<file path="src/rtl/madc_pkg.sv">
// package: constants, states and state record of the acquisition control block
package madc_pkg;

    // timing at the 50 MHz system clock
    localparam int CLK_NS          = 20;
    localparam int ACQ_NS          = 9000;
    localparam int ACQ_CYC         = (ACQ_NS + CLK_NS - 1) / CLK_NS;
    localparam int EXTRA_NS_PER_K  = 1000;
    localparam int EXTRA_CYC_PER_K = (EXTRA_NS_PER_K + CLK_NS - 1) / CLK_NS;
    localparam int CONV_CLK_NS     = 500;
    localparam int DIV_CYC         = CONV_CLK_NS / CLK_NS;
    localparam int CONV_MAX_NS     = 10000;
    localparam int CONV_MAX_CYC    = CONV_MAX_NS / CLK_NS;
    localparam int RES_BITS        = 12;

    // register offsets, byte addresses
    localparam logic [3:0] OFS_STATUS = 4'h0;
    localparam logic [3:0] OFS_CLEAR  = 4'h4;
    localparam logic [3:0] OFS_ENABLE = 4'h8;
    localparam logic [3:0] OFS_RESULT = 4'hc;

    // event bit positions
    localparam int EV_DONE   = 0;
    localparam int EV_IGNORE = 1;

    // values after reset, then the SAR first trial bit and last step
    localparam logic [3:0]  CHAN_RST = 4'h0;
    localparam logic [1:0]  IEN_RST  = 2'h0;
    localparam logic [11:0] MSB_MASK = 12'h800;
    localparam logic [3:0]  LAST_STEP = 4'hb;

    typedef enum logic [2:0] {
        ST_IDLE = 3'b001,
        ST_ACQ  = 3'b010,
        ST_CONV = 3'b100
    } madc_state_t;

    typedef struct packed {
        madc_state_t state;
        logic        trig_prev;
        logic        selfstart;
        logic        start_pulse;
        logic [3:0]  chan;
        logic [11:0] timer;
        logic [4:0]  div;
        logic [3:0]  step;
        logic [11:0] held;
        logic [11:0] sar;
        logic [11:0] result;
        logic [1:0]  sts;
        logic [1:0]  ien;
        logic [31:0] rdata;
    } madc_regs_t;

endpackage : madc_pkg

</file>
<file path="src/rtl/madc_ctrl.sv">
// multiplexed acquisition and conversion control, with status registers
//
// How it works
// - falling trigger edge starts acquisition then conversion; host makes the edge.
// - mode input low loads the external channel address at the trigger edge.
// - mode input high is sequential; self-starts once after reset, no trigger needed.
// - clear input low makes next trigger select channel zero, overriding mode.
// - multiplexer enable low disconnects all channels; high routes addressed channel.
// - random address input is natural binary weighted 8, 4, 2, 1.
// - channel register always shown on four address outputs, natural binary.
// - each result group drives only while its own low enable is low.
// - acquisition lasts 9 us by default, longer by the timing pin setting.
// - timer expiry enters hold, gates conversion clock, pulses start, raises status.
// - conversion ends within 10 us, then sample-hold returns to acquiring.
// - status falls as the 12-bit result becomes valid at the outputs.
`timescale 1ns/1ps
`default_nettype none

module madc_ctrl (
    input  wire logic        clk_sys,
    input  wire logic        rstn,
    input  wire logic        trig_n,
    input  wire logic        addr_mode,
    input  wire logic        chan_clear_n,
    input  wire logic        mux_en,
    input  wire logic        channel_sel_in_bit3,
    input  wire logic        channel_sel_in_bit2,
    input  wire logic        channel_sel_in_bit1,
    input  wire logic        channel_sel_in_bit0,
    input  wire logic [5:0]  acquisition_timer_pin,
    input  wire logic [11:0] sh_sample,
    input  wire logic [2:0]  grp_en_n,
    input  wire logic [3:0]  reg_addr,
    input  wire logic [31:0] reg_wdata,
    input  wire logic        reg_wr,
    input  wire logic        reg_rd,
    output logic [31:0]      reg_rdata,
    output logic             irq,
    output logic [3:0]       chan_out,
    output logic             mux_on,
    output logic [3:0]       mux_chan,
    output logic             sh_hold,
    output logic             conv_clk_en,
    output logic             start_conv,
    output logic             eoc,
    output logic [11:0]      data_o,
    output logic [11:0]      data_oe
);

    madc_pkg::madc_regs_t r;
    madc_pkg::madc_regs_t n;
    logic                 fall;
    logic                 start;
    logic [1:0]           ev;
    logic [1:0]           clr;
    logic [11:0]          trial;
    logic [3:0]           sel_in;
    logic [11:0]          acq_load;

    assign sel_in   = {channel_sel_in_bit3, channel_sel_in_bit2,
                       channel_sel_in_bit1, channel_sel_in_bit0};
    assign fall     = r.trig_prev & ~trig_n;
    // self-start after reset
    // self-start only when idle in sequential mode and never yet started
    assign start    = (r.state == madc_pkg::ST_IDLE) && (fall || (r.selfstart && addr_mode));
    assign trial    = r.sar | (madc_pkg::MSB_MASK >> r.step);
    // default plus extension
    // each timing-pin step adds one microsecond, like 1k of delay resistor
    assign acq_load = 12'(madc_pkg::ACQ_CYC - 1)
                    + 12'(int'(acquisition_timer_pin) * madc_pkg::EXTRA_CYC_PER_K);
    assign clr      = (reg_wr && reg_addr == madc_pkg::OFS_CLEAR) ? reg_wdata[1:0] : 2'h0;

    always_comb
    begin
        n             = r;
        ev            = 2'h0;
        n.start_pulse = 1'b0;
        n.trig_prev   = trig_n;
        n.rdata       = 32'h0;
        unique case (r.state)
            madc_pkg::ST_IDLE:
            begin
                if (start)
                begin
                    n.state     = madc_pkg::ST_ACQ;
                    n.selfstart = 1'b0;
                    n.timer     = acq_load;
                    if (fall)
                    begin
                        if (!chan_clear_n)
                            n.chan = madc_pkg::CHAN_RST;
                        else if (!addr_mode)
                            n.chan = sel_in;
                        else
                            n.chan = r.chan + 4'h1;
                    end
                end
            end
            madc_pkg::ST_ACQ:
            begin
                if (fall)
                    ev[madc_pkg::EV_IGNORE] = 1'b1;
                // timer expiry enters hold and starts conversion
                if (r.timer == 12'h0)
                begin
                    n.state       = madc_pkg::ST_CONV;
                    n.start_pulse = 1'b1;
                    n.held        = sh_sample;
                    n.sar         = 12'h0;
                    n.step        = 4'h0;
                    n.div         = 5'h0;
                end
                else
                    n.timer = r.timer - 12'h1;
            end
            madc_pkg::ST_CONV:
            begin
                if (fall)
                    ev[madc_pkg::EV_IGNORE] = 1'b1;
                // one successive-approximation decision per conversion clock
                if (r.div == 5'(madc_pkg::DIV_CYC - 1))
                begin
                    n.div = 5'h0;
                    n.sar = (r.held >= trial) ? trial : r.sar;
                    if (r.step == madc_pkg::LAST_STEP)
                    begin
                        n.result             = n.sar;
                        n.state              = madc_pkg::ST_IDLE;
                        ev[madc_pkg::EV_DONE] = 1'b1;
                    end
                    else
                        n.step = r.step + 4'h1;
                end
                else
                    n.div = r.div + 5'h1;
            end
        endcase
        // set wins over a clear in the same cycle
        n.sts = (r.sts & ~clr) | ev;
        if (reg_wr && reg_addr == madc_pkg::OFS_ENABLE)
            n.ien = reg_wdata[1:0];
        if (reg_rd)
        begin
            case (reg_addr)
                madc_pkg::OFS_STATUS: n.rdata = {30'h0, r.sts};
                madc_pkg::OFS_ENABLE: n.rdata = {30'h0, r.ien};
                madc_pkg::OFS_RESULT: n.rdata = {15'h0, eoc, r.chan, r.result};
                default:              n.rdata = 32'h0;
            endcase
        end
    end

    always_ff @(posedge clk_sys or negedge rstn)
    begin
        if (!rstn)
        begin
            r           <= '0;
            r.state     <= madc_pkg::ST_IDLE;
            r.trig_prev <= 1'b1;
            r.selfstart <= 1'b1;
            r.chan      <= madc_pkg::CHAN_RST;
            r.ien       <= madc_pkg::IEN_RST;
        end
        else
            r <= n;
    end

    assign chan_out    = r.chan;
    assign mux_chan    = r.chan;
    assign mux_on      = mux_en;
    assign eoc         = (r.state == madc_pkg::ST_CONV);
    assign sh_hold     = eoc;
    assign conv_clk_en = eoc;
    assign start_conv  = r.start_pulse;
    // bit 1 is data_o[11], bit 12 is data_o[0]
    assign data_o      = r.result;
    assign reg_rdata   = r.rdata;
    assign irq         = |(r.sts & r.ien);

    // group g drives data_o[4g+3:4g]; grp_en_n[2] covers bits 1-4
    for (genvar g = 0; g < 3; g++)
    begin : g_grp
        assign data_oe[4*g +: 4] = {4{~grp_en_n[g]}};
    end

    // checks
    localparam int A_ACQ  = madc_pkg::ACQ_CYC + 1;
    localparam int A_CONV = madc_pkg::CONV_MAX_CYC;
    localparam int A_SPAN = madc_pkg::RES_BITS * madc_pkg::DIV_CYC;
endmodule : madc_ctrl

`default_nettype wire

</file>
<file path="config.mk">
export PLATFORM = sky130hd
export DESIGN_NAME = madc_ctrl
export DESIGN_NICKNAME = d
export VERILOG_FILES = /design/src/rtl/madc_pkg.sv /design/src/rtl/madc_ctrl.sv
export SDC_FILE = /design/constraint.sdc
export NUM_CORES = 1
export LEC_CHECK = 0
export BUFFER_PORTS_ARGS = -buffer_cell sky130_fd_sc_hd__buf_4
export CORE_MARGIN = 3
export CORE_UTILIZATION = 48
export DETAILED_ROUTE_END_ITERATION = 6
export GPL_ROUTABILITY_DRIVEN = 0
export HOLD_SLACK_MARGIN = 0.03
export PLACE_DENSITY = 0.77
export SKIP_LAST_GASP = 1
export SYNTH_ARGS = -nofsm -noshare
export SYNTH_HDL_FRONTEND = slang
export SYNTH_SLANG_ARGS = --single-unit
export TNS_END_PERCENT = 5
</file>
<file path="constraint.sdc">
create_clock -name clk_sys -period 2.75 [get_ports clk_sys]
set_input_delay 0.4125 -clock clk_sys [delete_from_list [all_inputs] [get_ports clk_sys]]
set_output_delay 0.4125 -clock clk_sys [all_outputs]
set_load 0.03 [all_outputs]
</file>
## Word-level counts from Yosys, hierarchy flattened

Cells that the tools add are included.

| word-level totals | value |
|---|---|
| bits in registers | 103 |
| output and inout port bits | 70 |
| input bits | 69 |
| word-level logic and storage cells | 95 |

| cells by class | value |
|---|---|
| muxes and demuxes | 29 |
| $add $sub $neg | 5 |
| reductions and logical operators | 20 |
| $lt $le $gt $ge | 1 |
| bitwise operators | 10 |
| shift-type cells | 1 |
| $mul | 1 |
| eq/ne operators | 14 |

Operators by type and width:

| kind | number |
|---|---|
| one-hot mux 17 bit (3 select lines) | 1 |
| 2-to-1 mux 12 bit | 4 |
| one-hot mux 12 bit (2 select lines) | 2 |
| 2-to-1 mux 33 bit | 1 |
| 2-to-1 mux 24 bit | 1 |
| one-hot mux 9 bit (2 select lines) | 1 |
| 2-to-1 mux 17 bit | 1 |
| 2-to-1 mux 4 bit | 4 |
| adder 10 x 12 -> 12 bit (first input constant) | 1 |
| == test 4 bit (second input constant) | 3 |
| >= comparator 12 bit | 1 |
| logical NOT 12 bit | 1 |
| 2-to-1 mux 3 bit | 4 |
| OR 12 bit | 1 |
| AND reduction 3 bit | 4 |
| right shift 12 x 4 -> 12 bit (first input constant) | 1 |
| subtractor 12 x 1 -> 12 bit (second input constant) | 1 |
| multiplier 6 x 5 -> 11 bit (second input constant) | 1 |
| one-hot mux 3 bit (3 select lines) | 1 |
| adder 4 x 1 -> 4 bit (second input constant) | 2 |
| inequality test 2 bit (second input constant) | 4 |
| AND reduction 4 bit | 2 |
| 2-to-1 mux 1 bit | 7 |
| AND reduction 2 bit | 3 |
| 19 further kinds | 29 |

## Logic depth before layout (Yosys ltp)

| depth | value |
|---|---|
| word-level depth | 7 |
| gate-level depth with buffers | 12 |
| mapped depth without buffers | 12 |

## Worst setup path before layout

No wires, ideal clock.

| path | value |
|---|---|
| path type | input to register |
| from | input port acquisition_timer_pin[1] |
| to | register r[90] in the netlist's numbering |
| arrival | 2.745 ns |
| setup slack | -0.118 ns |
| cell stages on the path | 11 |
| required time | 2.627 ns |
| buffers on the path | 0 |
| setup time | 0.123 ns |
| path through | ha_1 ha_1 ha_1 inv_1 fa_1 nand2b_1 a21oi_1 xor2_1 or3_1 a31oi_1 o21ai_1 |

| between the ends | value |
|---|---|
| word-level cells in the longest chain between the ends | 4 |

Ends and longest elaborated chain:

| item | RTL line | RTL |
|---|---|---|
| start: declaration | madc_ctrl.sv:30 | `input wire logic [5:0] acquisition_timer_pin,` |
| multiplier 6 x 5 -> 11 bit | madc_ctrl.sv:70 | `+ 12'(int'(acquisition_timer_pin) * madc_pkg::EXTRA_CYC_PER_K);` |
| adder 10 x 12 -> 12 bit | madc_ctrl.sv:70 |  |
| 2-to-1 mux 12 bit | madc_ctrl.sv:83 | `if (start)` |
| one-hot mux 12 bit (2 select lines) | madc_ctrl.sv:80 | `unique case (r.state)` |
| end signal: assignment | madc_ctrl.sv:165 | `r <= n;` |
| end: declaration | madc_ctrl.sv:50 | `madc_pkg::madc_regs_t r;` |

Every way passes these cells. The select of a mux whose other input is x is not followed.
A chain may end at the register's enable or synchronous reset.

## Worst setup path after layout

| path | value |
|---|---|
| from | register r[74] in the netlist's numbering |
| to | register r, in the netlist data_o[0] |

| between the ends | value |
|---|---|
| word-level cells in the longest chain between the ends | 4 |
| elaborated cells between the ends (all ways) | 6 |
| those cells by class | 1 x order compare; 1 x eq/ne; 1 x shift; 1 x mux; 1 x bitwise; 1 x reduce/logical |

Ends and longest elaborated chain:

| item | RTL line | RTL |
|---|---|---|
| right shift 12 x 4 -> 12 bit | madc_ctrl.sv:66 | `assign trial = r.sar \| (madc_pkg::MSB_MASK >> r.step);` |
| OR 12 bit | madc_ctrl.sv:66 |  |
| >= comparator 12 bit | madc_ctrl.sv:124 | `n.sar = (r.held >= trial) ? trial : r.sar;` |
| 2-to-1 mux 12 bit | madc_ctrl.sv:124 |  |

Parallel ways exist; a longest one is shown, timed or not.

==> metrics.cfg <==
[finish]
seq_area_um2 = 2210
fill_cells = 846
final_area_um2 = 6370
drive_gt1_share_pct = 32.3
layout_common_cells = buf_4 (137), dfrtp_1 (85), nand2_1 (49), o21ai_0 (46), nor2_1 (44)
syn2layout_area_growth_pct = 21.0
layout_commonest_cell = buf_4
diodes = 0
final_nets = 751
multi_input_area_um2 = 2660

[sta]
tns_ns = -0.0191
drv_slew = 0
fin_crit_ns = 2.76
setup_viol = 3
fin_skew_ns = 0.0203
min_period_over_period_pct = 100
worst_pin_slew_ns = 0.842
hold_viol = 0
layout_setup_ws_ns = -0.0118
slew_headroom_pct = 43.6
fmax_ghz = 0.362
whs_ns = 0.0355
grt_setup_unrepaired = yes

[detailed_routing]
wl_um = 11300
wl_per_cell_um = 14.6
drtAntennaViolNets = 0
vias = 4082
first_pass_iters = 4
routed_via_density = 5.25
drc = 0
drt_first_iter_violations = 218

[worst_setup_path]
cp.required_ns = 3.00
crit_start = r[74]$_DFFE_PN0P_
endpoint = data_o[0]$_DFFE_PN0P_
worstReg2RegEnd = data_o[0]$_DFFE_PN0P_
rr_startpoint = r[74]$_DFFE_PN0P_
worst_setup_path_end_kind = flip-flop
worstPathArrival_ns = 3.02
ff2ff_path_depth = 10
cp-start-kind = flip-flop
worstSetupPathType = flip-flop to flip-flop
path_max_fanout = 4
reg2reg_setup_slack_ns = -0.01

[power_and_ir_drop]
switchingPower_uw = 834
combPwrFrac_pct = 18.1
max-vdd-ir-drop_mv = 0.227
p_int_uw = 1910
p_per_area_nw_per_um2 = 431
swShare_pct = 30.4
seq_power_share_pct = 49.7
p_leak_uw = 0.00315
clkPwrFrac_pct = 32.1

[worst_hold_path]
hold_path_class = input pin to async pin

[outcome]
violations = negative setup slack
status = finished with violations

[floorplan]
core_um2 = 10500
pin_count = 139
die_h_um = 111
start_util_pct = 50.1
dieWidth_um = 111
dieArea_um2 = 12300
rows = 37

[place]
placed_area_um2 = 5990
dp_slack_ns = -0.243
portBuffers = 91
hpwl_um = 8360

[synthesis]
synth.area.top_cells = dfrtp_1 (40%), ha_1 (11%), buf_4 (9.1%)
synth_top_area_share_pct = 40.4
seq_area_frac_synth_pct = 41.9
synth_area_leader_cell = dfrtp_1
synth_cell_types = 55
synth-async-reset-ratio_pct = 100
syn_inst = 551
ys.warnings.count = 0
synth-edff-count = 0
synthFlopType = dfrtp_1
synth-seq-cells = 88
syn_area_um2 = 5270
syn-mean-instance-area_um2 = 9.56

[grt]
grt_overflow = 0
grt_first_pass_wirelength_um = 19200
grt_usage_pct = 18.7
grt_pass1_vias = 4103
antenna_found_initial = 0
grt_max_degree = 48

[clocking]
numCtsBuffers = 9
numClockSinks = 88
cts_root_buffer = clkbuf_8
clk_latency_ns = 0.37
cts_buffer_depth = 2
cts_max_level = 3
cts_tree = built
clk_pin_slew_ns = 0.10

[run]
maxCapViolations = 0

critical path, stage by stage (launching register included):
cell and delay (ns):
dfrtp_1 0.38, inv_1 0.11, nor2_2 0.27, a21oi_2 0.12, ha_1 0.33, a21o_1 0.17
a221o_1 0.31, a21oi_2 0.15, o31ai_2 0.10, or4_4 0.48, o221a_4 0.24
logic make-up (layout without fill, tap and decap cells):
family / count (synthesis) / in the layout / share of synthesized area (%)
AO/OA/AOI/OAI: 126 / 126 / 14.0
XOR/XNOR: 7 / 7 / 1.16
adder cells (fa/ha/maj): 46 / 46 / 11.1
buffers and inverters: 101 / 177 / 12.0
flip-flops: 88 / 88 / 41.9
multiplexers: 17 / 17 / 3.97
other: 1 / 15 / 0.0712
AND/OR/NAND/NOR: 165 / 165 / 15.8
how the worst min path moves through the flow:
stage	startpoint	to	cells past startpoint
finish	rstn	reg_rdata[1]$_DFF_PN0_	1
global route	rstn	reg_rdata[1]$_DFF_PN0_	1
CTS	rstn	reg_rdata[1]$_DFF_PN0_	1
detailed placement	rstn	reg_rdata[1]$_DFF_PN0_	1
global placement	rstn	reg_rdata[1]$_DFF_PN0_	1
floorplan	rstn	chan_out[0]$_DFFE_PN0P_	0
sequential cells by signal (all words and copies together), names as in the netlist:
register / cells
chan_out: 4
reg_rdata: 17
data_o: 12
start_conv: 1
r: 54
power groups by stage:
stage                     logic (uW)  clock network, uW  registers, uW
final                            498                882           1360
after global routing             562                956           1370
after CTS                        503                897           1360
after detailed placement         498                  0           1390
after global placement           486                  0           1380
after floorplan                  337                  0           1380
cell type report:
| cell class | instances | share of cell area, % |
|---|---|---|
| inverter | 22 | 1.30 |
| clock buffer | 9 | 1.94 |
| clock inverter | 7 | 1.14 |
| tap | 136 | 2.67 |
| timing repair buffer | 139 | 16.6 |
| multi-input combinational | 376 | 41.7 |
| sequential | 88 | 34.6 |
through the flow:
stage          instances  total power, uW  util (%)
2_1_floorplan        565             1720         -
3_3_place_gp         758             1870      57.0
3_5_place_dp         758             1890      57.0
4_1_cts              777             2760      60.5
5_1_grt              777             2890      60.6
6_report             777             2740      60.6
routing by layer:
metal  wire (um)  up-vias  GRT usage, %  part of all wire (%)
met4         232        0          7.47                   2.0
met2        5760      107          33.0                    51
met1        4840     1943          22.6                    43
li1            -     2009             -                     -
met3         515       23          3.22                   4.5
met5           0        -             0                     0
timing repair:
item,CTS,global route
endpoints found under the setup margin,4,6
hold buffers,0,0
pin swaps,19,1
gates resized for setup,30,2
setup buffers,3,0
Yosys cell counts, types with 4 or more instances:
library cell / count
nor2_1: 45
o21ai_0: 46
a21o_1: 4
and2_1: 18
mux2_4: 5
o21ai_1: 5
nand3_1: 9
dfrtp_1: 85
clkbuf_1: 12
mux2_2: 11
nand2b_1: 4
ha_1: 45
nor3_1: 8
or3_1: 5
nand2_1: 49
inv_1: 22
o221a_2: 4
buf_4: 64
xor2_1: 5
a211oi_1: 4
a21oi_1: 42
No activity file was read; power rests on OpenSTA's default activity.
